===== config.mk =====
export PLATFORM = sky130hd
export DESIGN_NAME = acs_top
export DESIGN_NICKNAME = d
export VERILOG_FILES = /design/src/rtl/acs_top.v
export VERILOG_INCLUDE_DIRS = /design/src /design/src/rtl
export SDC_FILE = /design/constraint.sdc
export NUM_CORES = 1
export LEC_CHECK = 0
export BUFFER_PORTS_ARGS = -buffer_cell sky130_fd_sc_hd__buf_2
export CAP_MARGIN = 40
export CORE_ASPECT_RATIO = 0.7
export CORE_MARGIN = 1.5
export CORE_UTILIZATION = 47
export DETAILED_ROUTE_END_ITERATION = 16
export PLACE_DENSITY_LB_ADDON = 0.15
export SETUP_SLACK_MARGIN = 0.15
export SLEW_MARGIN = 20
export SYNTH_ARGS = -nofsm -noshare
export SYNTH_HDL_FRONTEND = slang
export SYNTH_SLANG_ARGS = --single-unit

===== constraint.sdc =====
create_clock -name core_clk -period 10 [get_ports core_clk]
set_input_delay 2 -clock core_clk [delete_from_list [all_inputs] [get_ports core_clk]]
set_output_delay 2 -clock core_clk [all_outputs]
set_load 0.005 [all_outputs]

===== src/rtl/acs_map.vh =====
// Purpose: register map, field layout and timing constants of the conversion sequencer
// Assumes: 10 MHz core clock, 32-bit register port, byte addresses
// Notes: included by acs_top.v only
// Functional notes
// - repeat interval in delay bits 31:16
// - zero interval back to back, max longest
// - first repeat pass waits start delay
// - core enable after repeat interval expires
// - start delay in delay bits 15:0
// - core enable after start delay finishes
// - single cycle ignores both delays
// - per channel done bits, write one clears
// - single done flag after single pass
// - repeat done flag after each pass
// - single pass converts single mask channels
// - repeat pass converts repeat mask channels
// - eight per-channel result registers
// - result in low bits, upper zero
// - repeat stop finishes pass, clears timer
// - single request bit self clears on start
`ifndef ACS_MAP_VH
`define ACS_MAP_VH
`define ACS_OFF_CTRL 8'h00
`define ACS_OFF_DELAY 8'h04
`define ACS_OFF_STATUS 8'h08
`define ACS_OFF_SINGLE 8'h0C
`define ACS_OFF_REPEAT 8'h10
`define ACS_OFF_RESULT0 8'h14
`define ACS_RESULT_LAST 8'h30
`define ACS_CTRL_ACTIVATE 0
`define ACS_CTRL_SINGLE 1
`define ACS_CTRL_REPEAT 2
`define ACS_CTRL_RPT_DONE 6
`define ACS_CTRL_SGL_DONE 7
`define ACS_RPT_HI 31
`define ACS_RPT_LO 16
`define ACS_START_HI 15
`define ACS_START_LO 0
`define ACS_NCH 16
`define ACS_NRES 8
`define ACS_RES_W 12
`define ACS_TICK_NS 40000
`define ACS_CLK_NS 100
`define ACS_TICK_CYC (`ACS_TICK_NS / `ACS_CLK_NS)
`define ACS_TICK_MAX 9'h18F
`define ACS_ZERO32 32'h00000000
`define ACS_ZERO16 16'h0000
`endif


===== src/rtl/acs_top.v =====
// Purpose: sequencer for a multi-channel converter: delays, channel masks, done flags, results
// Assumes: core converts one channel per conv_start pulse, returns conv_done with data
// Notes: registers reachable over a simple strobe port with read data one cycle later
//
// The strobed register port was decided locally.
`timescale 1ns/1ps
`default_nettype none
`include "acs_map.vh"
module acs_top (
    // clock and reset
    input wire core_clk,
    input wire rst,
    // register port
    input wire [7:0] reg_addr,
    input wire [31:0] reg_wdata,
    input wire reg_wr,
    input wire reg_rd,
    output reg [31:0] reg_rdata,
    // converter core
    output reg core_en,
    output reg conv_start,
    output reg [3:0] conv_chan,
    input wire conv_done,
    input wire [11:0] conv_data
);
    localparam [2:0] ST_IDLE = 3'd0;
    localparam [2:0] ST_WAIT = 3'd1;
    localparam [2:0] ST_PICK = 3'd2;
    localparam [2:0] ST_CONV = 3'd3;
    localparam [2:0] ST_GAP = 3'd4;
    // last prescaler count, one below the 400-cycle tick period
    localparam [8:0] TICK_MAX = `ACS_TICK_MAX;

    reg [31:0] delay_q;
    reg [15:0] flags_q;
    reg [15:0] single_mask_q;
    reg [15:0] periodic_channel_mask_q;
    reg activate_q;
    reg start_single_q;
    reg start_repeat_q;
    reg sgl_done_q;
    reg rpt_done_q;
    reg [`ACS_RES_W-1:0] result_q [0:`ACS_NRES-1];
    reg [2:0] state_q;
    reg [8:0] pre_q;
    reg [15:0] wait_q;
    reg [15:0] pend_q;
    reg pass_single_q;
    reg tick;

    wire wr_ctrl = reg_wr && (reg_addr == `ACS_OFF_CTRL);
    wire [15:0] clr_flags = (reg_wr && reg_addr == `ACS_OFF_STATUS) ? reg_wdata[15:0] : `ACS_ZERO16;
    wire [15:0] done_set = (state_q == ST_CONV && conv_done) ? (16'h0001 << conv_chan) : 16'h0000;
    wire pass_end = (state_q == ST_CONV) && conv_done && ((pend_q & ~done_set) == 16'h0000);
    wire [3:0] first_ch;
    reg [3:0] first_c;
    integer i;

    // lowest pending channel is converted next
    always @* begin
        first_c = 4'h0;
        for (i = `ACS_NCH - 1; i >= 0; i = i - 1) begin
            if (pend_q[i]) begin
                first_c = i[3:0];
            end
        end
    end
    assign first_ch = first_c;

    // fixed prescaler makes one tick every 40 us; restarts at each wait so the first tick is full
    always @(posedge core_clk or posedge rst) begin
        if (rst) begin
            pre_q <= 9'h000;
            tick <= 1'b0;
        end else if (state_q != ST_WAIT && state_q != ST_GAP) begin
            pre_q <= 9'h000;
            tick <= 1'b0;
        end else if (pre_q == TICK_MAX) begin
            pre_q <= 9'h000;
            tick <= 1'b1;
        end else begin
            pre_q <= pre_q + 9'h001;
            tick <= 1'b0;
        end
    end

    // software registers; hardware sets win over software clears
    always @(posedge core_clk or posedge rst) begin
        if (rst) begin
            delay_q <= `ACS_ZERO32;
            single_mask_q <= `ACS_ZERO16;
            periodic_channel_mask_q <= `ACS_ZERO16;
            activate_q <= 1'b0;
            start_single_q <= 1'b0;
            start_repeat_q <= 1'b0;
            sgl_done_q <= 1'b0;
            rpt_done_q <= 1'b0;
            flags_q <= `ACS_ZERO16;
        end else begin
            if (reg_wr && reg_addr == `ACS_OFF_DELAY) begin
                delay_q <= reg_wdata;
            end
            if (reg_wr && reg_addr == `ACS_OFF_SINGLE) begin
                single_mask_q <= reg_wdata[15:0];
            end
            if (reg_wr && reg_addr == `ACS_OFF_REPEAT) begin
                periodic_channel_mask_q <= reg_wdata[15:0];
            end
            if (wr_ctrl) begin
                activate_q <= reg_wdata[`ACS_CTRL_ACTIVATE];
                start_repeat_q <= reg_wdata[`ACS_CTRL_REPEAT];
            end
            if (wr_ctrl && reg_wdata[`ACS_CTRL_SINGLE]) begin
                start_single_q <= 1'b1;
            end else if (state_q == ST_IDLE && start_single_q && activate_q) begin
                start_single_q <= 1'b0;
            end
            flags_q <= (flags_q & ~clr_flags) | done_set;
            if (pass_end && pass_single_q) begin
                sgl_done_q <= 1'b1;
            end else if (wr_ctrl && reg_wdata[`ACS_CTRL_SGL_DONE]) begin
                sgl_done_q <= 1'b0;
            end
            if (pass_end && !pass_single_q) begin
                rpt_done_q <= 1'b1;
            end else if (wr_ctrl && reg_wdata[`ACS_CTRL_RPT_DONE]) begin
                rpt_done_q <= 1'b0;
            end
        end
    end

    // sequencer: wait, then walk the enabled channels one at a time
    always @(posedge core_clk or posedge rst) begin
        if (rst) begin
            state_q <= ST_IDLE;
            wait_q <= `ACS_ZERO16;
            pend_q <= `ACS_ZERO16;
            pass_single_q <= 1'b0;
            core_en <= 1'b0;
            conv_start <= 1'b0;
            conv_chan <= 4'h0;
        end else begin
            conv_start <= 1'b0;
            case (state_q)
                ST_IDLE: begin
                    core_en <= 1'b0;
                    if (activate_q && start_single_q) begin
                        pend_q <= single_mask_q;
                        pass_single_q <= 1'b1;
                        state_q <= ST_PICK;
                    end else if (activate_q && start_repeat_q) begin
                        wait_q <= delay_q[`ACS_START_HI:`ACS_START_LO];
                        pass_single_q <= 1'b0;
                        state_q <= ST_WAIT;
                    end
                end
                ST_WAIT, ST_GAP: begin
                    core_en <= 1'b0;
                    if (!start_repeat_q || !activate_q) begin
                        wait_q <= `ACS_ZERO16;
                        state_q <= ST_IDLE;
                    end else if (wait_q == `ACS_ZERO16) begin
                        pend_q <= periodic_channel_mask_q;
                        state_q <= ST_PICK;
                    end else if (tick) begin
                        wait_q <= wait_q - 16'h0001;
                    end
                end
                ST_PICK: begin
                    core_en <= 1'b1;
                    if (pend_q == `ACS_ZERO16) begin
                        state_q <= pass_single_q ? ST_IDLE : ST_GAP;
                        wait_q <= delay_q[`ACS_RPT_HI:`ACS_RPT_LO];
                    end else begin
                        conv_chan <= first_ch;
                        conv_start <= 1'b1;
                        state_q <= ST_CONV;
                    end
                end
                ST_CONV: begin
                    if (conv_done) begin
                        pend_q <= pend_q & ~done_set;
                        state_q <= ST_PICK; // a running pass always finishes
                    end
                end
                default: begin
                    state_q <= ST_IDLE;
                end
            endcase
        end
    end

    // result capture for the eight channels that own a reading register
    genvar g;
    generate
        for (g = 0; g < `ACS_NRES; g = g + 1) begin : g_res
            always @(posedge core_clk or posedge rst) begin
                if (rst) begin
                    result_q[g] <= 12'h000;
                end else if (done_set[g]) begin
                    result_q[g] <= conv_data;
                end
            end
        end
    endgenerate

    // read data one cycle after the strobe, zero otherwise and for unmapped addresses
    always @(posedge core_clk or posedge rst) begin
        if (rst) begin
            reg_rdata <= `ACS_ZERO32;
        end else if (!reg_rd) begin
            reg_rdata <= `ACS_ZERO32;
        end else if (reg_addr == `ACS_OFF_CTRL) begin
            reg_rdata <= {24'h000000, sgl_done_q, rpt_done_q, 3'h0, start_repeat_q,
                          start_single_q, activate_q};
        end else if (reg_addr == `ACS_OFF_DELAY) begin
            reg_rdata <= delay_q;
        end else if (reg_addr == `ACS_OFF_STATUS) begin
            reg_rdata <= {16'h0000, flags_q};
        end else if (reg_addr == `ACS_OFF_SINGLE) begin
            reg_rdata <= {16'h0000, single_mask_q};
        end else if (reg_addr == `ACS_OFF_REPEAT) begin
            reg_rdata <= {16'h0000, periodic_channel_mask_q};
        end else if (reg_addr >= `ACS_OFF_RESULT0 && reg_addr <= `ACS_RESULT_LAST
                     && reg_addr[1:0] == 2'b00) begin
            reg_rdata <= {20'h00000, result_q[reg_addr[4:2] - 3'd5]};
        end else begin
            reg_rdata <= `ACS_ZERO32;
        end
    end
endmodule // acs_top
`default_nettype wire


==> results of run 1 <==
==> cell usage in the layout, fill, tap and decap left out, types with 6 or more instances in the layout <==
master,instances
dfrtp_1,265
mux2_2,143
nand2_1,112
buf_2,96
o21ai_0,88
nor2_1,65
a21oi_1,52
clkbuf_16,27
and3_1,24
and2_1,21
mux2i_1,20
inv_1,18
nand3_1,17
nor3_1,15
a22oi_1,15
nor2b_1,14
mux4_2,14
nand2b_1,13
a31oi_1,12
buf_4,12
a21o_1,10
a32oi_1,10
a221oi_1,10
nor4_1,9
ha_1,8
clkbuf_1,8
o211ai_1,7
o22ai_1,7
a211oi_1,7
xnor2_1,6
a221o_1,6
==> registers in the layout, summed over array words and instances, names as in the netlist <==
register                 cells
activate_q                   1
conv_chan                    4
conv_start                   1
core_en                      1
delay_q                     32
flags_q                     16
pass_single_q                1
pend_q                      16
periodic_channel_mask_q     16
pre_q                        9
reg_rdata                   32
result_q                    96
rpt_done_q                   1
sgl_done_q                   1
single_mask_q               16
start_repeat_q               1
start_single_q               1
state_q                      3
tick                         1
wait_q                      16
==> cell usage after synthesis, drive strengths merged, types with 15 or more instances <==
cell / count
o21ai: 90
mux2i: 20
inv: 19
and3: 24
a21oi: 53
dfrtp: 265
nand3: 19
and2: 23
a22oi: 15
clkbuf: 39
nand2: 115
nor3: 18
mux2: 143
nor2: 66
buf: 31
==> layout make-up <==
cell class              instances  area [um2]  share of cell area
flip-flops and latches        265        6630               0.458
multi-input cells             785        5680               0.392
clock buffers                  40         774              0.0535
repair buffers                118         756              0.0522
well taps                     364         455              0.0315
clock inverters                 8        97.6             0.00674
inverters                      19        78.8             0.00545
==> routing by layer <==
layer	vias to the layer above	GRT usage	share of wire
met1	4826	0.447	0.51
met4	0	0.0486	0.015
met3	38	0.0380	0.067
met5	-	0	0
li1	4313	-	-
met2	339	0.352	0.41
==> logic make-up (layout without fill, tap and decap cells) <==
logic type,after synthesis,count (layout)
flops,265,265
fa+ha+maj,8,8
mux,177,177
simple gates,329,329
xor+xnor,10,10
buf+inv,89,185
compound gates,261,261
==> path summary, 6_finish.rpt <==
| path | from | end | slack (ns) | depth (start not counted) |
|---|---|---|---|---|
| min in group asynchronous | rst | reg_rdata[16] | 1.50 | 2 |
| setup / recovery | reg_addr[2] | reg_rdata[8] | 5.65 | 8 |
| max in group asynchronous | rst | result_q[36] | 7.34 | 4 |
| hold reg to reg | pass_single_q | rpt_done_q | 0.45 | 1 |
| hold / removal | pass_single_q | rpt_done_q | 0.45 | 1 |
| setup reg to reg | wait_q[9] | wait_q[13] | 6.90 | 7 |
==> power breakdown <==
| group | total [uW] | internal [uW] | switching, uW |
|---|---|---|---|
| Clock | 1010 | 586 | 423 |
| Combinational | 532 | 188 | 345 |
| Sequential | 1240 | 1140 | 94.5 |
==> worst max-delay path: cells and delay by family <==
family	cells	cell delay (ns)
AO/OA/AOI/OAI	2	0.42
adder cells (fa/ha/maj)	1	0.82
buffers and inverters	2	0.65
multiplexers	2	0.60
AND/OR/NAND/NOR	1	0.24
==> stage by stage <==
| stage | power (uW) | setup slack (ns) | hold WS (ns) | instances | instance area, um2 |
|---|---|---|---|---|---|
| finish | 2780 | 5.65 | 0.447 | 1599 | 14500 |
| global route | 2910 | 5.45 | 0.474 | 1599 | 14500 |
| CTS | 2790 | 5.67 | 0.448 | 1599 | 14500 |
| detailed placement | 1780 | 5.12 | 0.454 | 1551 | 13600 |
| global placement | 1750 | 5.10 | 0.444 | 1538 | 13400 |
| floorplan | 1590 | 0.703 | 0.423 | 1139 | 12700 |
==> impl_results.md, run 1 <==
* Pwr dens at 192 mW/mm2
* Minimum clock period at 4.35 ns
* Setup Skew at 0.0111 ns
* Top_reg_cell synth: dfrtp_1
* Core area at 0.0266 mm2
* Adder-Cell Fraction of Synth Area at 0.00790
* CTS tree: yes
* Main combinational cell family by area after synthesis: multiplexers
* Status: finished clean
* Placer Congestion at between 0.9 and 1
* Antenna viol nets, final at 0
* Pins Over Slew Limit at 0
* Io pins at 95
* XOR/XNOR Fraction of Synth Area at 0.00750
* Maximum vdd drop at 0.000133 V
* Die area at 0.0280 mm2
* Rel. slew slack at 0.453
* Layout Utilization at 0.544
* Synth warnings at 0
* Mapped Avg Cell Area at 11.1 um2
* DR vias at 9516
* Die Width at 199 um
* Filler cells at 2357
* Crit path max fanout at 20
* Crit-path slowest cell: ha_1
* Final hold vios at 0
* Drt drc at 0
* Fin nets at 1281
* Fmax at 230 MHz
* CTS Root Cell: clkbuf_16
* Unrepaired setup endpoints after global routing: false
* Synth area leaders: dfrtp_1 52%, mux2_2 13%, o21ai_0 3.5%
* CTS Buf Count at 27
* Share of layout cells above drive strength 1 at 0.275
* Max Root-Sink Buffers at 3
* Mapped Area at roughly 0.013 mm2
* Row count at 50
* Max incr delay on CP at 0.82 ns
* First-pass GRT wire length at 56200 um
* Final number of setup-violating endpoints at 0
* Die boundary height at about 140 um
* Max cap viols at 0
* Largest net degree at the start of global routing at 65
* Worst min path class: reg -> reg
* LEAKAGE at between 0.007 and 0.008 uW
* Critical Path AT at about 4.8 ns
* Port Buffer Count at 94
* Synth Register Bits at roughly 270
* Mux cell area share after synthesis at 0.168
* Register area share after synthesis at 0.523
* Critical Path, Cell by Cell: buf_2, inv_1, ha_1, mux4_2, mux2i_1, o22ai_1, and3_1, a221o_1
* Actual slew at the worst max-slew pin at 0.821 ns
* Total wire length at 35800 um
* Number of synthesized flops with an enable pin at 0
* Final period util at 0.435
* Simple-Gate Fraction of Synth Area at 0.132
* Total GRT Usage at 0.264
* Starting Density at 0.477
* Clk sinks at about 270
* Setup TNS Final at 0 ns
* Vias in the first global route at 8983
* Vias per inst at 5.95
* Detailed Routing Iterations Pass 1 at 5
* Resized cells post-CTS at 0
* Hold_buf cts at 0
* H-Tree Depth at 1
* Cell taking the most area after synthesis: dfrtp_1
* WL/cell at between 20 and 25 um
* Setup CP Type: in -> reg
* Worst Setup End Kind: register
* Synthesized instance count at 1139
* Worst EP required at 10.41 ns
* Syn-to-layout area delta at 14.2%
* Number of antenna violations at the first check in global routing at 0
* Ys async rst share at 1.00
* CTS clock-pin slew for the worst setup and hold paths at about 0.070 ns
* Post-CTS setup buffer count at 0
* Ant. Diodes at 0
* Post-Syn Nets at 1204
* Startpoint Class: primary input
* Iter 0 DRT Violations at slightly below 900
* Clock Latency Late Sink at ~0.54 ns
* HPWL Detailed at 26000 um
* Complex-gate fraction of the synthesized area at 0.131
* Synth cell types at between 70 and 80
* GR Overflow Total at 0
* Yosys top cell area share at 0.523
Note: power is estimated with default switching activity, not from simulation.
==> run 2: changes to the inputs <==
==> constraint.sdc (replaced) <==
create_clock -name core_clk -period 4.1 [get_ports core_clk]
set_input_delay 0.82 -clock core_clk [delete_from_list [all_inputs] [get_ports core_clk]]
set_output_delay 0.82 -clock core_clk [all_outputs]
set_load 0.005 [all_outputs]
==> run 2 against run 1 <==
Critical path depth shrank 2. Critical path type is now reg -> reg. Global-route usage barely moved. Largest cell class unchanged. Clock-buffer cell count rose by 2. Hold slack got worse by 0.24 ns. Sequential power up 140%. Die area stayed put. Highest routed layer unchanged. Non-clock buffer count is 6 higher. Clock power grew 130%.
==> impl_results.md, run 2 (synthesis results as in run 1) <==
* Actual slew at the worst max-slew pin at 0.819 ns (-0.00173 ns)
* Share of layout cells above drive strength 1 at 0.278 (+0.00292)
* First-pass GRT wire length at 56100 um (about the same)
* Pwr dens at 461 mW/mm2 (+140%)
* Clock Latency Late Sink at 0.54 ns (about the same)
* Worst r2r src: state_q[0]
* Io pins at 95 (unchanged)
* HPWL Detailed at 25300 um (-2.7%)
* Ant. Diodes at 0 (unchanged)
* Most common cell after layout, fill and taps aside: dfrtp_1
* Setup Skew at 0.0153 ns (+0.00416 ns)
* CTS tree: yes
* Pins Over Slew Limit at 0 (unchanged)
* Vias per inst at 5.98 (+0.41%)
* CTS Buf Count at 27 (unchanged)
* Die area at 0.0280 mm2 (unchanged)
* Biggest regs: result_q: 96 flops, delay_q: 32 flops, reg_rdata: 32 flops
* Core area at 0.0266 mm2 (unchanged)
* Fin nets at 1287 (+0.47%)
* Syn-to-layout area delta at 13.8%
* Post-CTS setup buffer count at 0 (unchanged)
* Max cap viols at 0 (unchanged)
* Drt drc at 0 (unchanged)
* Maximum vdd drop at 0.000306 V (+130%)
* Unrepaired setup endpoints after global routing: false
* Reg2reg end: pend_q[4]
* Row count at 50 (unchanged)
* Placed inst area at 0.0136 mm2 (-0.15%)
* Die boundary height at 140 um (unchanged)
* Setup CP Type: reg -> reg
* Startpoint Class: register
* Largest register FFs at 96 (unchanged)
* CTS clock-pin slew for the worst setup and hold paths at 0.06 ns (about the same)
* Worst EP required at 4.50 ns (-5.91 ns)
* Rel. slew slack at 0.454 (+0.00115)
* R2r worst-path depth at 6 (-1)
* Fmax at 361 MHz
* Detailed Routing Iterations Pass 1 at 6 (+1)
* Biggest register: result_q
* Die Width at 199 um (unchanged)
* Hold_buf cts at 0 (unchanged)
* Resized cells post-CTS at 0 (unchanged)
* Post-route cell area at 0.0144 mm2 (-0.41%)
* Area of the multi-input gates at 0.00568 mm2 (unchanged)
* Worst Setup End Kind: register
* Max incr delay on CP at 0.55 ns (-0.27 ns)
* Total power at 6650 uW (+140%)
* GR Overflow Total at 0 (unchanged)
* LEAKAGE at 0.00700 uW (-0.35%)
* Filler cells at 2340 (-0.72%)
* Final hold vios at 0 (unchanged)
* H-Tree Depth at 1 (unchanged)
* Minimum clock period at approximately 2.8 ns
* CTS Root Cell: clkbuf_16
* Critical Path AT at 3.17 ns (-1.59 ns)
* Total wire length at 36000 um (+0.43%)
* Critical Path, Cell by Cell: xor2_1, nand2b_1, and2_0, buf_6, a22oi_1, o21ai_0
* Clk sinks at 265 (unchanged)
* Crit path max fanout at 21 (+5.0%)
* Largest net degree at the start of global routing at 138 (+110%)
* Register Area at 0.00663 mm2 (unchanged)
* Max Root-Sink Buffers at 3 (unchanged)
* Status: finished clean
* Port Buffer Count at 94 (unchanged)
* Total GRT Usage at 0.264 (-0.000382)
* Final number of setup-violating endpoints at 0 (unchanged)
* DR vias at 9585 (+0.73%)
* WL/cell at 22.4 um (+0.12%)
* Iter 0 DRT Violations at 844 (-4.3%)
* Crit-path slowest cell: dfrtp_1
* Cell count after placement at 1557 (+0.39%)
* Vias in the first global route at 9252 (+3.0%)
* Worst min path class: in -> async
* Finished Layout Cells at 1604 (+0.31%)
* Antenna viol nets, final at 0 (unchanged)
* Final period util at 0.676
* Most frequent cells in the layout: 265 x dfrtp_1, 143 x mux2_2, 112 x nand2_1, 94 x buf_2, 88 x o21ai_0
* Placer Congestion at 0.891 (-3.2%)
* Reg2Reg Setup Slack at 1.33 ns (-5.57 ns)
* Starting Density at 0.477 (unchanged)
* Number of antenna violations at the first check in global routing at 0 (unchanged)
* Hold WS at 0.204 ns (-0.243 ns)
-- run 2: worst max-delay path by stage --
stage | from | end | slack (ns) | cells after the start
after global placement | reg_addr[1] | flags_q[6] | 0.86 | 7
after detailed placement | reg_addr[1] | flags_q[9] | 0.85 | 7
after global routing | wait_q[9] | pend_q[2] | 1.11 | 7
after floorplan | rst | activate_q | -0.22 | 1
after CTS | wait_q[1] | wait_q[13] | 1.43 | 10
final | state_q[0] | pend_q[4] | 1.33 | 6
-- run 2: final cells by class --
cell class,count,area share
Clock inverter,5,0.00217
Inverter,19,0.00521
Clock buffer,42,0.0556
Sequential cell,265,0.460
Tap cell,364,0.0316
Timing Repair Buffer,124,0.0513
Multi-Input combinational cell,785,0.394
-- run 2: report_power, final --
group	total (uW)	leakage (uW)	internal (uW)	switching (uW)
logic	1280	0.00292	448	833
registers	3020	0.00367	2790	231
clock network	2340	0.000409	1330	1010
total	6650	0.00700	4570	2070
-- run 2: routing by layer --
layer	share of wire	up-vias	global-route usage
met1	0.50	4895	0.432
met5	0	-	0
met2	0.42	343	0.362
met4	0.016	0	0.0490
li1	-	4308	-
met3	0.072	39	0.0448
-- run 2: critical path: cells and delay by family (launching register included) --
family	cells	cell delay [ns]
compound gates	2	0.59
xor+xnor	1	0.25
buf+inv	1	0.25
flops	1	0.55
simple gates	2	0.99
-- run 2: metrics by stage --
stage / setup WS (ns) / TNS (ns) / utilization
after floorplan: -0.218 / -57.64 / -
after global placement: 0.858 / 0 / 0.509
after detailed placement: 0.845 / 0 / 0.511
final: 1.33 / 0 / 0.542
after CTS: 1.43 / 0 / 0.542
after global routing: 1.11 / 0 / 0.542
==> run 3: changes to the inputs <==
--- a/config.mk
+++ b/config.mk
@@ -6,6 +6,7 @@
 export SDC_FILE = /design/constraint.sdc
 export NUM_CORES = 1
 export LEC_CHECK = 0
+export ABC_AREA = 1
 export BUFFER_PORTS_ARGS = -buffer_cell sky130_fd_sc_hd__buf_2
 export CAP_MARGIN = 40
 export CORE_ASPECT_RATIO = 0.7
==> constraint.sdc (replaced) <==
create_clock -name core_clk -period 2.3 [get_ports core_clk]
set_input_delay 0.46 -clock core_clk [delete_from_list [all_inputs] [get_ports core_clk]]
set_output_delay 0.46 -clock core_clk [all_outputs]
set_load 0.005 [all_outputs]
==> run 3 against run 2 <==
Combinational power increased by 130%. Area after synthesis decreased by 2.1%. Critical path type unchanged. Synthesized cell count increased by 31%. Flip-flop and latch count unchanged. Final area increased by 1.6%. Maximum frequency increased by 33%. First-iteration DRC count increased by 8.2%.
==> impl_results.md, run 3 <==
* Worst Setup End Kind: register
* Hold_sp: reg_wdata[31]
* Most common cell after layout, fill and taps aside: nand2_1
* Mapped Area at 0.0124 mm2 (-2.1%)
* Syn-to-layout area delta at 18.0%
* Total GRT Usage at 0.273 (+0.00883)
* Unrepaired setup endpoints after global routing: true
* Clk sinks at 265 (unchanged)
* Startpoint Class: register
* Actual slew at the worst max-slew pin at 0.698 ns (-0.120 ns)
* Ys async rst share at 1.00 (unchanged)
* Largest register FFs at 96 (unchanged)
* Rel. slew slack at 0.534 (+0.0798)
* Biggest register: result_q
* First-pass GRT wire length at 58000 um (+3.4%)
* Adder-Cell Fraction of Synth Area at 0.00807 (+0.000166)
* Placed inst area at 0.0137 mm2 (+0.60%)
* Max Root-Sink Buffers at 3 (unchanged)
* Starting Density at 0.481 (+0.00426)
* GR Overflow Total at 0 (unchanged)
* Vias per inst at 5.46 (-8.6%)
* Pins Over Slew Limit at 0 (unchanged)
* Worst min path class: in -> reg
* CTS clock-pin slew for the worst setup and hold paths at 0.06 ns (about the same)
* Most common cell in the netlist: nand2_1
* Die boundary height at 139 um (-1.0%)
* Mapped Avg Cell Area at 8.31 um2 (-25%)
* Synthesized instance count at 1493 (+31%)
* Yosys top cell area share at 0.534 (+0.0110)
* Placer Congestion at 0.905 (+1.6%)
* Total power at 12500 uW (+88%)
* Filler cells at 2389 (+2.1%)
* Final hold vios at 0 (unchanged)
* Worst r2r src: pend_q[4]
* Final period util at 0.907 (+0.231)
* Critical Path AT at 2.52 ns (-0.65 ns)
* Simple-Gate Fraction of Synth Area at 0.202 (+0.0701)
* Ant. Diodes at 0 (unchanged)
* Complex-gate fraction of the synthesized area at 0.186 (+0.0545)
* Max incr delay on CP at 0.40 ns (-0.15 ns)
* CTS Buf Count at 27 (unchanged)
* HPWL Detailed at 26200 um (+3.6%)
* Biggest regs: result_q: 96 flops, delay_q: 32 flops, reg_rdata: 32 flops
* Total wire length at 36700 um (+2.1%)
* Pwr dens at 853 mW/mm2 (+85%)
* Setup CP Type: reg -> reg
* Hold Path End: delay_q[31]
* Setup Skew at 0.0168 ns (+0.00155 ns)
* Main combinational cell family by area after synthesis: simple AND/OR/NAND/NOR gates
* Reg2reg end: wait_q[13]
* Top_reg_cell synth: dfrtp_1
* Largest net degree at the start of global routing at 70 (-49%)
* Die Width at 197 um (-1.0%)
* Share of layout cells above drive strength 1 at 0.157 (-0.122)
* Synth warnings at 0 (unchanged)
* Max cap viols at 0 (unchanged)
* Synth top cells by count: 332 x nand2_1, 265 x dfrtp_1, 255 x o21ai_0, 133 x nor2_1, 124 x inv_1
* Post-Syn Nets at 1558 (+29%)
* Highest metal layer with signal wires: met4
* Buf+Inv Stages, Crit Path at 3 (+2)
* CTS Root Cell: clkbuf_16
* Critical Path, Cell by Cell: nor2_2, nand3_2, nor2_2, inv_1, or2_4, nand2_8, nand2_2, nor3_4, buf_12, clkbuf_16, o21ai_0
* Port Buffer Count at 94 (unchanged)
* Clock Latency Late Sink at 0.56 ns (+0.02 ns)
* Die area at 0.0274 mm2 (-2.0%)
* CTS tree: yes
* WL/cell at 18.4 um (-18%)
* Cells on Worst Hold Path at 2
* Status: finished clean
* Iter 0 DRT Violations at 913 (+8.2%)
* Minimum clock period at 2.09 ns (-0.687 ns)
* DR vias at 10900 (+14%)
* Synth cell types at 44 (-41%)
* Antenna viol nets, final at 0 (unchanged)
* Io pins at 95 (unchanged)
* DRT met1 WL at 18400 um (+3.1%)
* CP dominant cell by count: nor2_2
* XOR/XNOR Fraction of Synth Area at 0.00423 (-0.00327)
* Worst EP required at 2.73 ns (-1.77 ns)
* Met3 Wirelength at 4000 um (+55%)
* Drt drc at 0 (unchanged)
* Number of synthesized flops with an enable pin at 0 (unchanged)
* Most frequent cells in the layout: 331 x nand2_1, 264 x dfrtp_1, 255 x o21ai_0, 129 x nor2_1, 123 x inv_1
* Post-route cell area at 0.0146 mm2 (+1.6%)
* Synth Register Bits at 265 (unchanged)
* Row count at 49 (-2.0%)
* Reg2Reg Setup Slack at 0.21 ns (-1.11 ns)
* Final number of setup-violating endpoints at 0 (unchanged)
* Mux cell area share after synthesis at 0.000907 (-0.167)
* Cell taking the most area after synthesis: dfrtp_1
* Register area share after synthesis at 0.534 (+0.0110)
* LEAKAGE at 0.00711 uW (+1.5%)
* Finished Layout Cells at 1997 (+25%)
* Maximum vdd drop at 0.000479 V (+57%)
* Detailed Routing Iterations Pass 1 at 5 (-1)
* Crit-path leading delay family: simple AND/OR/NAND/NOR gates
* H-Tree Depth at 1 (unchanged)
* Synth area leaders: dfrtp_1 53%, o21ai_0 10%, nand2_1 10%
* Met2 wire length at 13800 um (-7.4%)
* Vias in the first global route at 10000 (+8.3%)
* R2r worst-path depth at 11 (+5)
* Fmax at 479 MHz (+33%)
* Fin nets at 1685 (+31%)
* Crit-path slowest cell: dfrtp_1
* Number of antenna violations at the first check in global routing at 0 (unchanged)
* Crit path max fanout at 16 (-24%)
* Cell count after placement at 1938 (+24%)
* Core area at 0.0258 mm2 (-2.9%)
run 3: cell count changes after synthesis, sizes merged, moves of 28 or more:
cell	before	now
nand3	19	64
nor2	66	140
inv	19	132
o21ai	90	266
mux2	143	1
nand2	115	342
o211ai	7	35
run 3: cells by family after synthesis:
kind of cell	Yosys count
simple gates	592
compound gates	416
flops	265
buf+inv	205
fa+ha+maj	8
xor+xnor	6
mux	1
run 3: worst max-delay path by stage:
stage	slack (ns)	from	depth (start not counted)	endpoint
global route	0.11	pend_q[4]	12	wait_q[5]
detailed placement	0.04	reg_addr[6]	10	reg_rdata[29]
global placement	0.03	reg_addr[6]	10	reg_rdata[9]
finish	0.21	pend_q[4]	11	wait_q[13]
CTS	0.19	state_q[0]	10	wait_q[5]
floorplan	-1.66	rst	1	activate_q
run 3: timing repair:
action,CTS,global route
gates resized for setup,0,9
setup endpoints to repair,0,34
hold buffers,1,0
buffers inserted,0,8
endpoints found under the hold margin,17,0
run 3: metrics by stage:
step,TNS [ns],utilization,setup slack [ns],hold slack (ns)
after floorplan,-439.24,-,-1.66,0.433
after global placement,0,0.529,0.0288,0.453
after detailed placement,0,0.529,0.0408,0.462
after CTS,0,0.562,0.190,0.130
after global routing,0,0.567,0.110,0.141
final,0,0.567,0.214,0.142
run 3: area by class of cell:
class / instances / area [um2] / share of cell area
multi-input cells: 1023 / 5010 / 0.342
clock inverters: 9 / 51.3 / 0.00350
clock buffers: 40 / 785 / 0.0536
repair buffers: 170 / 1210 / 0.0830
flip-flops and latches: 265 / 6630 / 0.453
inverters: 133 / 503 / 0.0344
well taps: 357 / 447 / 0.0305
run 3: per-layer routing:
metal,global-route usage,vias up
met5,0,-
li1,-,5245
met4,0.0426,0
met3,0.0868,36
met1,0.448,5160
met2,0.347,467
run 3: report_power, final:
group	switching [uW]	total, uW	internal [uW]
Clock	1880	4240	2350
Sequential	347	5370	5020
Combinational	1830	2880	1050
